[src/verilog/aux_port_pkg.sv]
// shared constants and carrier types for the six-bit auxiliary port
// assumes a single 125 MHz clock domain and no register bus
`default_nettype none
package aux_port_pkg;
	localparam int AUX_WIDTH = 6;
	localparam int DIR_FIELD_WIDTH = 8;
	// bits 0..2 come up as outputs, 3..5 as inputs
	localparam logic [5:0] DIR_RESET = 6'h07;
	localparam logic [5:0] LEVEL_RESET = 6'h00;
	localparam int SHARED_BITS = 3;
	localparam int SYNC_STAGES = 3;

	typedef enum logic [3:0] {
		CMD_NONE  = 4'h1,
		CMD_HIGH  = 4'h2,
		CMD_LOW   = 4'h4,
		CMD_DIRS  = 4'h8
	} cmd_t;

	typedef struct packed {
		cmd_t                        op;
		logic [2:0]                  bit_sel;
		logic [DIR_FIELD_WIDTH-1:0]  dirs;
	} aux_cmd_t;

	typedef struct packed {
		logic [AUX_WIDTH-1:0] out;
		logic [AUX_WIDTH-1:0] oe;
	} pad_drive_t;
endpackage
`default_nettype wire

[src/verilog/aux_pin_sync.sv]
// one pin input synchroniser: three flops, change accepted on agreement
// assumes the pin is asynchronous to CLK
`default_nettype none
module aux_pin_sync (
	input  wire logic clk,
	input  wire logic rst_n,
	input  wire logic pin,
	output logic      level
);
	logic s1_q;
	logic s2_q;
	logic s3_q;

	always_ff @(posedge clk or negedge rst_n) begin
		if (!rst_n) begin
			s1_q <= 1'b0;
			s2_q <= 1'b0;
			s3_q <= 1'b0;
		end else begin
			s1_q <= pin;
			s2_q <= s1_q;
			s3_q <= s2_q;
		end
	end

	always_ff @(posedge clk or negedge rst_n) begin
		if (!rst_n) begin
			level <= 1'b0;
		end else if (s2_q == s3_q) begin
			level <= s3_q;
		end
	end
endmodule
`default_nettype wire

[src/verilog/aux_port.sv]
// six-bit auxiliary general-purpose port with per-bit direction
// assumes the core issues one-cycle command strobes on CLK; no bus
// What this block does
// six single-bit pins, numbered zero to five
// direction bit: zero input, one output
// high/low command forces output and level
// direction field write sets all six
// bits zero to two output after reset
// input levels sampled and tested per bit
// bits three to five hold static levels
// inputs read only as static levels
// bits zero to two share general outputs
// board adds 1k series resistor on inputs
// top two direction field bits ignored
`default_nettype none
module aux_port
	import aux_port_pkg::*;
#(
	parameter int WIDTH = AUX_WIDTH
) (
	input  wire logic             CLK,
	input  wire logic             RESET_N,
	input  wire logic             CMD_VALID,
	input  wire aux_cmd_t         CMD,
	input  wire logic [2:0]       TEST_SEL,
	input  wire logic [2:0]       GEN_OUT,
	input  wire logic [2:0]       GEN_OUT_USE,
	input  wire logic [WIDTH-1:0] PIN_IN,
	output logic      [WIDTH-1:0] PIN_OUT,
	output logic      [WIDTH-1:0] PIN_OE,
	output logic      [WIDTH-1:0] DIRS,
	output logic      [WIDTH-1:0] PORT_LEVELS,
	output logic                  TEST_BIT
);
	// ----------------------------------------------------------------
	// reset release
	// ----------------------------------------------------------------
	logic rst_meta_q;
	logic rst_n;

	always_ff @(posedge CLK or negedge RESET_N) begin
		if (!RESET_N) begin
			rst_meta_q <= 1'b0;
			rst_n      <= 1'b0;
		end else begin
			rst_meta_q <= 1'b1;
			rst_n      <= rst_meta_q;
		end
	end

	// ----------------------------------------------------------------
	// direction and level state
	// ----------------------------------------------------------------
	logic [WIDTH-1:0] dir_q;
	logic [WIDTH-1:0] lvl_q;
	logic             sel_ok;

	// selects 6 and 7 name no pin and are dropped
	assign sel_ok = (CMD.bit_sel < 3'(WIDTH));

	always_ff @(posedge CLK or negedge rst_n) begin
		if (!rst_n) begin
			dir_q <= DIR_RESET;
		end else if (CMD_VALID) begin
			case (CMD.op)
				CMD_HIGH, CMD_LOW: begin
					if (sel_ok) begin
						dir_q[CMD.bit_sel] <= 1'b1;
					end
				end
				CMD_DIRS: begin
					// upper two field bits have no pin
					dir_q <= CMD.dirs[WIDTH-1:0];
				end
				default: begin
					dir_q <= dir_q;
				end
			endcase
		end
	end

	always_ff @(posedge CLK or negedge rst_n) begin
		if (!rst_n) begin
			lvl_q <= LEVEL_RESET;
		end else if (CMD_VALID && sel_ok) begin
			case (CMD.op)
				CMD_HIGH: begin
					lvl_q[CMD.bit_sel] <= 1'b1;
				end
				CMD_LOW: begin
					lvl_q[CMD.bit_sel] <= 1'b0;
				end
				default: begin
					lvl_q <= lvl_q;
				end
			endcase
		end
	end

	// ----------------------------------------------------------------
	// pad drive
	// ----------------------------------------------------------------
	// shared pins set as outputs follow the general output path when it claims them,
	// so timed functions reach only bits 0..2; bits 3..5 stay static
	pad_drive_t drv_d;

	always_comb begin
		drv_d.oe  = dir_q;
		drv_d.out = lvl_q;
		for (int i = 0; i < SHARED_BITS; i++) begin
			if (GEN_OUT_USE[i] && dir_q[i]) begin
				drv_d.out[i] = GEN_OUT[i];
			end
		end
	end

	always_ff @(posedge CLK or negedge rst_n) begin
		if (!rst_n) begin
			PIN_OUT <= LEVEL_RESET;
			PIN_OE  <= DIR_RESET;
			DIRS    <= DIR_RESET;
		end else begin
			PIN_OUT <= drv_d.out;
			PIN_OE  <= drv_d.oe;
			DIRS    <= dir_q;
		end
	end

	// ----------------------------------------------------------------
	// input sampling
	// ----------------------------------------------------------------
	// only synchronised static levels leave this block; no edge or
	// width measurement is offered on these pins
	logic [WIDTH-1:0] pin_lvl;

	for (genvar g = 0; g < WIDTH; g++) begin : g_sync
		aux_pin_sync u_sync (
			.clk   (CLK),
			.rst_n (rst_n),
			.pin   (PIN_IN[g]),
			.level (pin_lvl[g])
		);
	end

	always_ff @(posedge CLK or negedge rst_n) begin
		if (!rst_n) begin
			PORT_LEVELS <= LEVEL_RESET;
			TEST_BIT    <= 1'b0;
		end else begin
			PORT_LEVELS <= pin_lvl & ~dir_q;
			TEST_BIT    <= (TEST_SEL < 3'(WIDTH)) && !dir_q[TEST_SEL]
				&& pin_lvl[TEST_SEL];
		end
	end

	// ----------------------------------------------------------------
	// checks
	// ----------------------------------------------------------------
	a_high_cmd_out: assert property (@(posedge CLK) disable iff (!rst_n)
		CMD_VALID && CMD.op == CMD_HIGH && sel_ok
		|=> dir_q[$past(CMD.bit_sel)] && lvl_q[$past(CMD.bit_sel)])
		else $error("high command did not drive pin high");
	a_low_cmd_out: assert property (@(posedge CLK) disable iff (!rst_n)
		CMD_VALID && CMD.op == CMD_LOW && sel_ok
		|=> dir_q[$past(CMD.bit_sel)] && !lvl_q[$past(CMD.bit_sel)])
		else $error("low command did not drive pin low");
	a_dirs_write: assert property (@(posedge CLK) disable iff (!rst_n)
		CMD_VALID && CMD.op == CMD_DIRS |=> ##1 DIRS == $past(CMD.dirs[5:0], 2))
		else $error("direction field not applied");
	a_oe_follows_dir: assert property (@(posedge CLK) disable iff (!rst_n)
		##1 PIN_OE == $past(dir_q))
		else $error("output enable does not track direction");
	a_reset_dirs: assert property (@(posedge CLK)
		$rose(rst_n) |-> dir_q == 6'h07)
		else $error("reset directions wrong");
	a_static_upper: assert property (@(posedge CLK) disable iff (!rst_n)
		##1 PIN_OUT[5:3] == $past(lvl_q[5:3]))
		else $error("upper bits not static levels");
	a_input_only_lvl: assert property (@(posedge CLK) disable iff (!rst_n)
		##1 (PORT_LEVELS & $past(dir_q)) == 6'h00)
		else $error("output pin reported as input");
	a_test_output: assert property (@(posedge CLK) disable iff (!rst_n)
		dir_q[TEST_SEL] && $stable(dir_q) |=> !TEST_BIT)
		else $error("test bit set on an output pin");
endmodule
`default_nettype wire

[config.mk]
export PLATFORM = sky130hd
export DESIGN_NAME = aux_port
export DESIGN_NICKNAME = d
export VERILOG_FILES = /design/src/verilog/aux_port_pkg.sv /design/src/verilog/aux_pin_sync.sv /design/src/verilog/aux_port.sv
export SDC_FILE = /design/constraint.sdc
export NUM_CORES = 1
export LEC_CHECK = 0
export BUFFER_PORTS_ARGS = -buffer_cell sky130_fd_sc_hd__buf_2
export CAP_MARGIN = 40
export CORE_MARGIN = 2
export CORE_UTILIZATION = 50
export CTS_CLUSTER_SIZE = 12
export DETAILED_ROUTE_END_ITERATION = 7
export GPL_TIMING_DRIVEN = 0
export PLACE_DENSITY = 0.77
export SLEW_MARGIN = 20
export SYNTH_ARGS = -nofsm -noshare
export SYNTH_HDL_FRONTEND = slang
export SYNTH_HIERARCHICAL = 1
export SYNTH_SLANG_ARGS = --single-unit
[constraint.sdc]
create_clock -name CLK -period 1.9 [get_ports CLK]
set_input_delay 0.38 -clock CLK [delete_from_list [all_inputs] [get_ports CLK]]
set_output_delay 0.38 -clock CLK [all_outputs]
set_load 0.02 [all_outputs]
Word-level counts from Yosys, hierarchy flattened
Cells that the tools add are included.
{"block": "word_totals", "inputBits": 33, "out_inout_bits": 25, "reg_bits": 57}
{"block": "classes", "eq_ne": 10, "magnitude_cmp": 5, "reduce_logical": 13, "muxes": 12, "n_bitwise": 6}
{"op": "$pmux W6 S2", "count": 2}
{"op": "$and A6 B6 Y6", "count": 2}
{"op": "$not A6 Y6", "count": 2}
{"op": "$or A6 B6 Y6", "count": 2}
{"op": "$lt A3 B4 Y1 const B", "count": 2}
{"op": "$logic_and A1 B1 Y1", "count": 7}
{"op": "$bmux W1 S3", "count": 2}
{"op": "$eq A1 B1 Y1", "count": 6}
{"op": "$lt A3 B3 Y1 const B", "count": 2}
{"op": "$mux W1", "count": 6}
{"op": "$mux W6", "count": 1}
{"op": "$eq A4 B2 Y1 const B", "count": 1}
{"op": "$eq A4 B3 Y1 const B", "count": 1}
{"op": "$eq A4 B4 Y1 const B", "count": 1}
{"op": "$reduce_bool A2 Y1", "count": 2}
{"op": "$demux W1 S3", "count": 1}
{"op": "$ge A3 B1 Y1 const B", "count": 1}
{"op": "$reduce_and A3 Y1", "count": 1}
{"op": "$ne A2 B2 Y1 const B", "count": 1}
{"op": "$reduce_and A2 Y1", "count": 1}
{"op": "$reduce_or A2 Y1", "count": 1}
{"op": "$logic_not A1 Y1", "count": 1}

Longest topological paths before layout
{"block": "logic_depth", "word_depth": 7, "depth_mapped": 5, "ltp_nobuf": 4}

Hierarchy
The synthesis kept the hierarchy.
{"module": "aux_port", "cells_per_inst": 105, "area_each_um2": 1365.1, "instances": 1}
{"module": "aux_pin_sync", "cells_per_inst": 5, "area_each_um2": 111.4, "instances": 6}

Worst setup path before layout
OpenSTA, ideal clock, no wires.
{"block": "synth_path", "path_kind": "input to register", "from": "in CMD[12] in the netlist's numbering", "to": "reg (tool-made name)", "path_slack_ps": 472, "required_ps": 1775, "t_arrival_ps": 1303, "path_stages": 5, "setup_time_ps": 125, "cell_sequence": "xor2_1 -> and3_1 -> buf_6 -> and4_1 -> mux2_4"}
{"item": "from (decl)", "line": "aux_port.sv:24", "source": "input wire aux_cmd_t CMD,"}

==> impl_metrics.tcl <==
set metrics [dict create \
    pre_cts_slack_ps 243.6 \
    grt_pass1_wl_mm 5.589 \
    p_clk_share_pct 33.9 \
    combPwrFrac_pct 18.4 \
    finalHoldViolations 0 \
    ys_seq_area_share_pct 70.52 \
    r2r_setup_slack_ps 550 \
    crit_type "register to primary output" \
    dp.final_hpwl_mm 2.602 \
    row_count 23 \
    die_width_um 67.77 \
    synthArstFlopShare_pct 100.0 \
    diodes 0 \
    grt.overflow.total 0 \
    peakVddDrop_mv 0.6648 \
    area_growth_pct 27.45 \
    r2r_start "dir_q[2]" \
    final_layout_size_suffix_gt1_share_pct 52.43 \
    fin_crit_ps 1471 \
    viasPerCell 4.957 \
    status "completed" \
    hold_depth 1 \
    grt_pass1_vias 1279 \
    ys_top_cells_by_area "dfrtp_1 (63%), dfstp_2 (7.8%), mux2_2 (3.9%)" \
    grt_max_degree 36 \
    grt_setup_unrepaired "false" \
    intPower_w 0.002379 \
    hp-class "input pin to register" \
    dr_total_vias 1269 \
    fin_crit_sh_pct 77.40 \
    clockRootBuffer "clkbuf_8" \
    clkTransAtPathRegs_ps 60 \
    swShare_pct 26.42 \
    clk_latency_ps 320 \
    synth-edff-count 0 \
    syn_nets 168 \
    maxSlewViolCount 0 \
    synthCells 135 \
    final_common_cell "buf_2" \
    place_inst 239 \
    yosysWarningCount 6 \
    instances_no_fill 256 \
    power_per_cell_area_nw_per_um2 1248 \
    tritoncts "yes" \
    critPathLaunchType "register" \
    avgRoutedWirePerCell_um 13.34 \
    syn_area_um2 2033 \
    cp.required_ps 1520 \
    antenna_found_initial 0 \
    die_area_um2 4593 \
    track_usage_pct 17.75 \
    multiInputGateArea_um2 515.5 \
    fmaxAchievable_mhz 680.0 \
    io_buffers 53 \
    p_switching_w 0.0008542 \
    syn_area_per_cell_um2 15.06 \
    die_h_um 67.77 \
    finalWeightedCongestion 0.7782 \
    clock_path_buffers 2 \
    first_pass_iters 4 \
    ys_ff_latch 57 \
    core_area_um2 3943 \
    drt-total-wl_mm 3.414 \
    leakage_nw 1.250 \
    nets 234 \
    numClockSinks 57 \
    io_pins 58 \
    synth_top_cell_by_area "dfrtp_1" \
    holdPathEnd "g_sync[4].u_sync/s1_q" \
    reg2reg_to "TEST_BIT" \
    seq_area_um2 1435 \
    maxCapViolCount 0 \
    fillers 303 \
    synth_cell_types 31 \
    cts_made_buffers 9 \
    initial_core_util_pct 51.57 \
    holdCritStartpoint "PIN_IN[4]" \
    dr.first_iter.drc_count 36 \
    synth_ff_type "dfrtp_1" \
    final-setup-viol-count 0 \
    layout_common_cells "buf_2 (53), dfrtp_1 (50), clkbuf_8 (11)" \
    endpoint_kind "primary output" \
    ant_nets 0 \
    cts_max_level 3 \
    cp.arrival_ps 1090 \
    holdWs_ps 158.2 \
    synth_top_area_share_pct 62.77 \
    reg2regPathDepth 4 \
    p_seq_share_pct 47.7 \
    crit_fanout 2 \
    worst_slack_ps 429.3 \
    skew_ps 5.815 \
    drc 0 \
]
synth_stat cells, types with 2 or more instances:
| master | instances |
|---|---|
| a21oi_1 | 9 |
| buf_4 | 8 |
| dfrtp_1 | 51 |
| dfstp_2 | 6 |
| inv_1 | 2 |
| maj3_2 | 6 |
| mux2_2 | 7 |
| mux2_4 | 2 |
| nand2_1 | 7 |
| nand3_1 | 2 |
| nor2_1 | 5 |
| nor2b_1 | 7 |
| o22a_1 | 2 |
| o22a_2 | 4 |
worst max-delay path, stage by stage (launching register included):
cell and delay (ps):
dfstp_2 530, buf_4 90, buf_2 150
per-stage QoR:
| step | power, W | utilization (%) | area [µm²] | setup TNS, ps |
|---|---|---|---|---|
| 6_report | 0.003234 | 65.73 | 2591 | 0 |
| 5_1_grt | 0.003408 | 65.73 | 2591 | 0 |
| 4_1_cts | 0.003280 | 65.73 | 2591 | 0 |
| 3_5_place_dp | 0.002170 | 60.43 | 2382 | 0 |
| 3_3_place_gp | 0.002135 | 59.89 | 2361 | -11380 |
| 2_1_floorplan | 0.001935 | - | 2033 | 0 |
power by group through the flow:
stage / logic (W) / registers (W) / clock network, W
2_1_floorplan: 0.000259 / 0.00168 / 0
3_3_place_gp: 0.000567 / 0.00157 / 0
3_5_place_dp: 0.000599 / 0.00157 / 0
4_1_cts: 0.000602 / 0.00155 / 0.00113
5_1_grt: 0.000642 / 0.00157 / 0.00119
6_report: 0.000594 / 0.00154 / 0.00110
repair_timing:
action / CTS / global route
setup buffers: 0 / 0
hold buffers: 1 / 0
hold endpoints to repair: 2 / 0
gates resized for setup: 0 / 0
kinds of logic after synthesis:
kind of cell | count (synthesis) | share of synthesized area, %
flops | 57 | 70.52
simple gates | 30 | 8.739
compound gates | 17 | 5.723
buf+inv | 12 | 4.123
mux | 11 | 6.954
fa+ha+maj | 6 | 3.323
other cells | 1 | 0.1844
xor+xnor | 1 | 0.4308
layout make-up:
class	count	share of cell area (%)
buffer	10	2.945
clock buffer	13	6.132
clock inverter	3	1.545
inverter	2	0.2897
multi-input combinational	66	19.89
sequential	57	55.38
tap	50	2.414
timing repair buffer	55	11.40
how the worst max path moves through the flow:
stage,startpoint,to,slack (ps),cells past startpoint
4_1_cts,DIRS[0],PIN_OE[0],410,2
5_1_grt,DIRS[0],PIN_OE[0],370,2
3_5_place_dp,CMD[12],dir_q[2],240,6
3_3_place_gp,rst_n,g_sync[0].u_sync/s2_q,-230,0
2_1_floorplan,rst_n,DIRS[3],210,0
6_report,DIRS[0],PIN_OE[0],430,2
layer usage:
| layer | wire [µm] | global-route usage, % |
|---|---|---|
| met4 | 126 | 14.50 |
| met1 | 1282 | 19.28 |
| met2 | 1768 | 28.80 |
| met5 | 0 | 0 |
| met3 | 236 | 5.000 |
No activity file was read; power rests on OpenSTA's default activity.
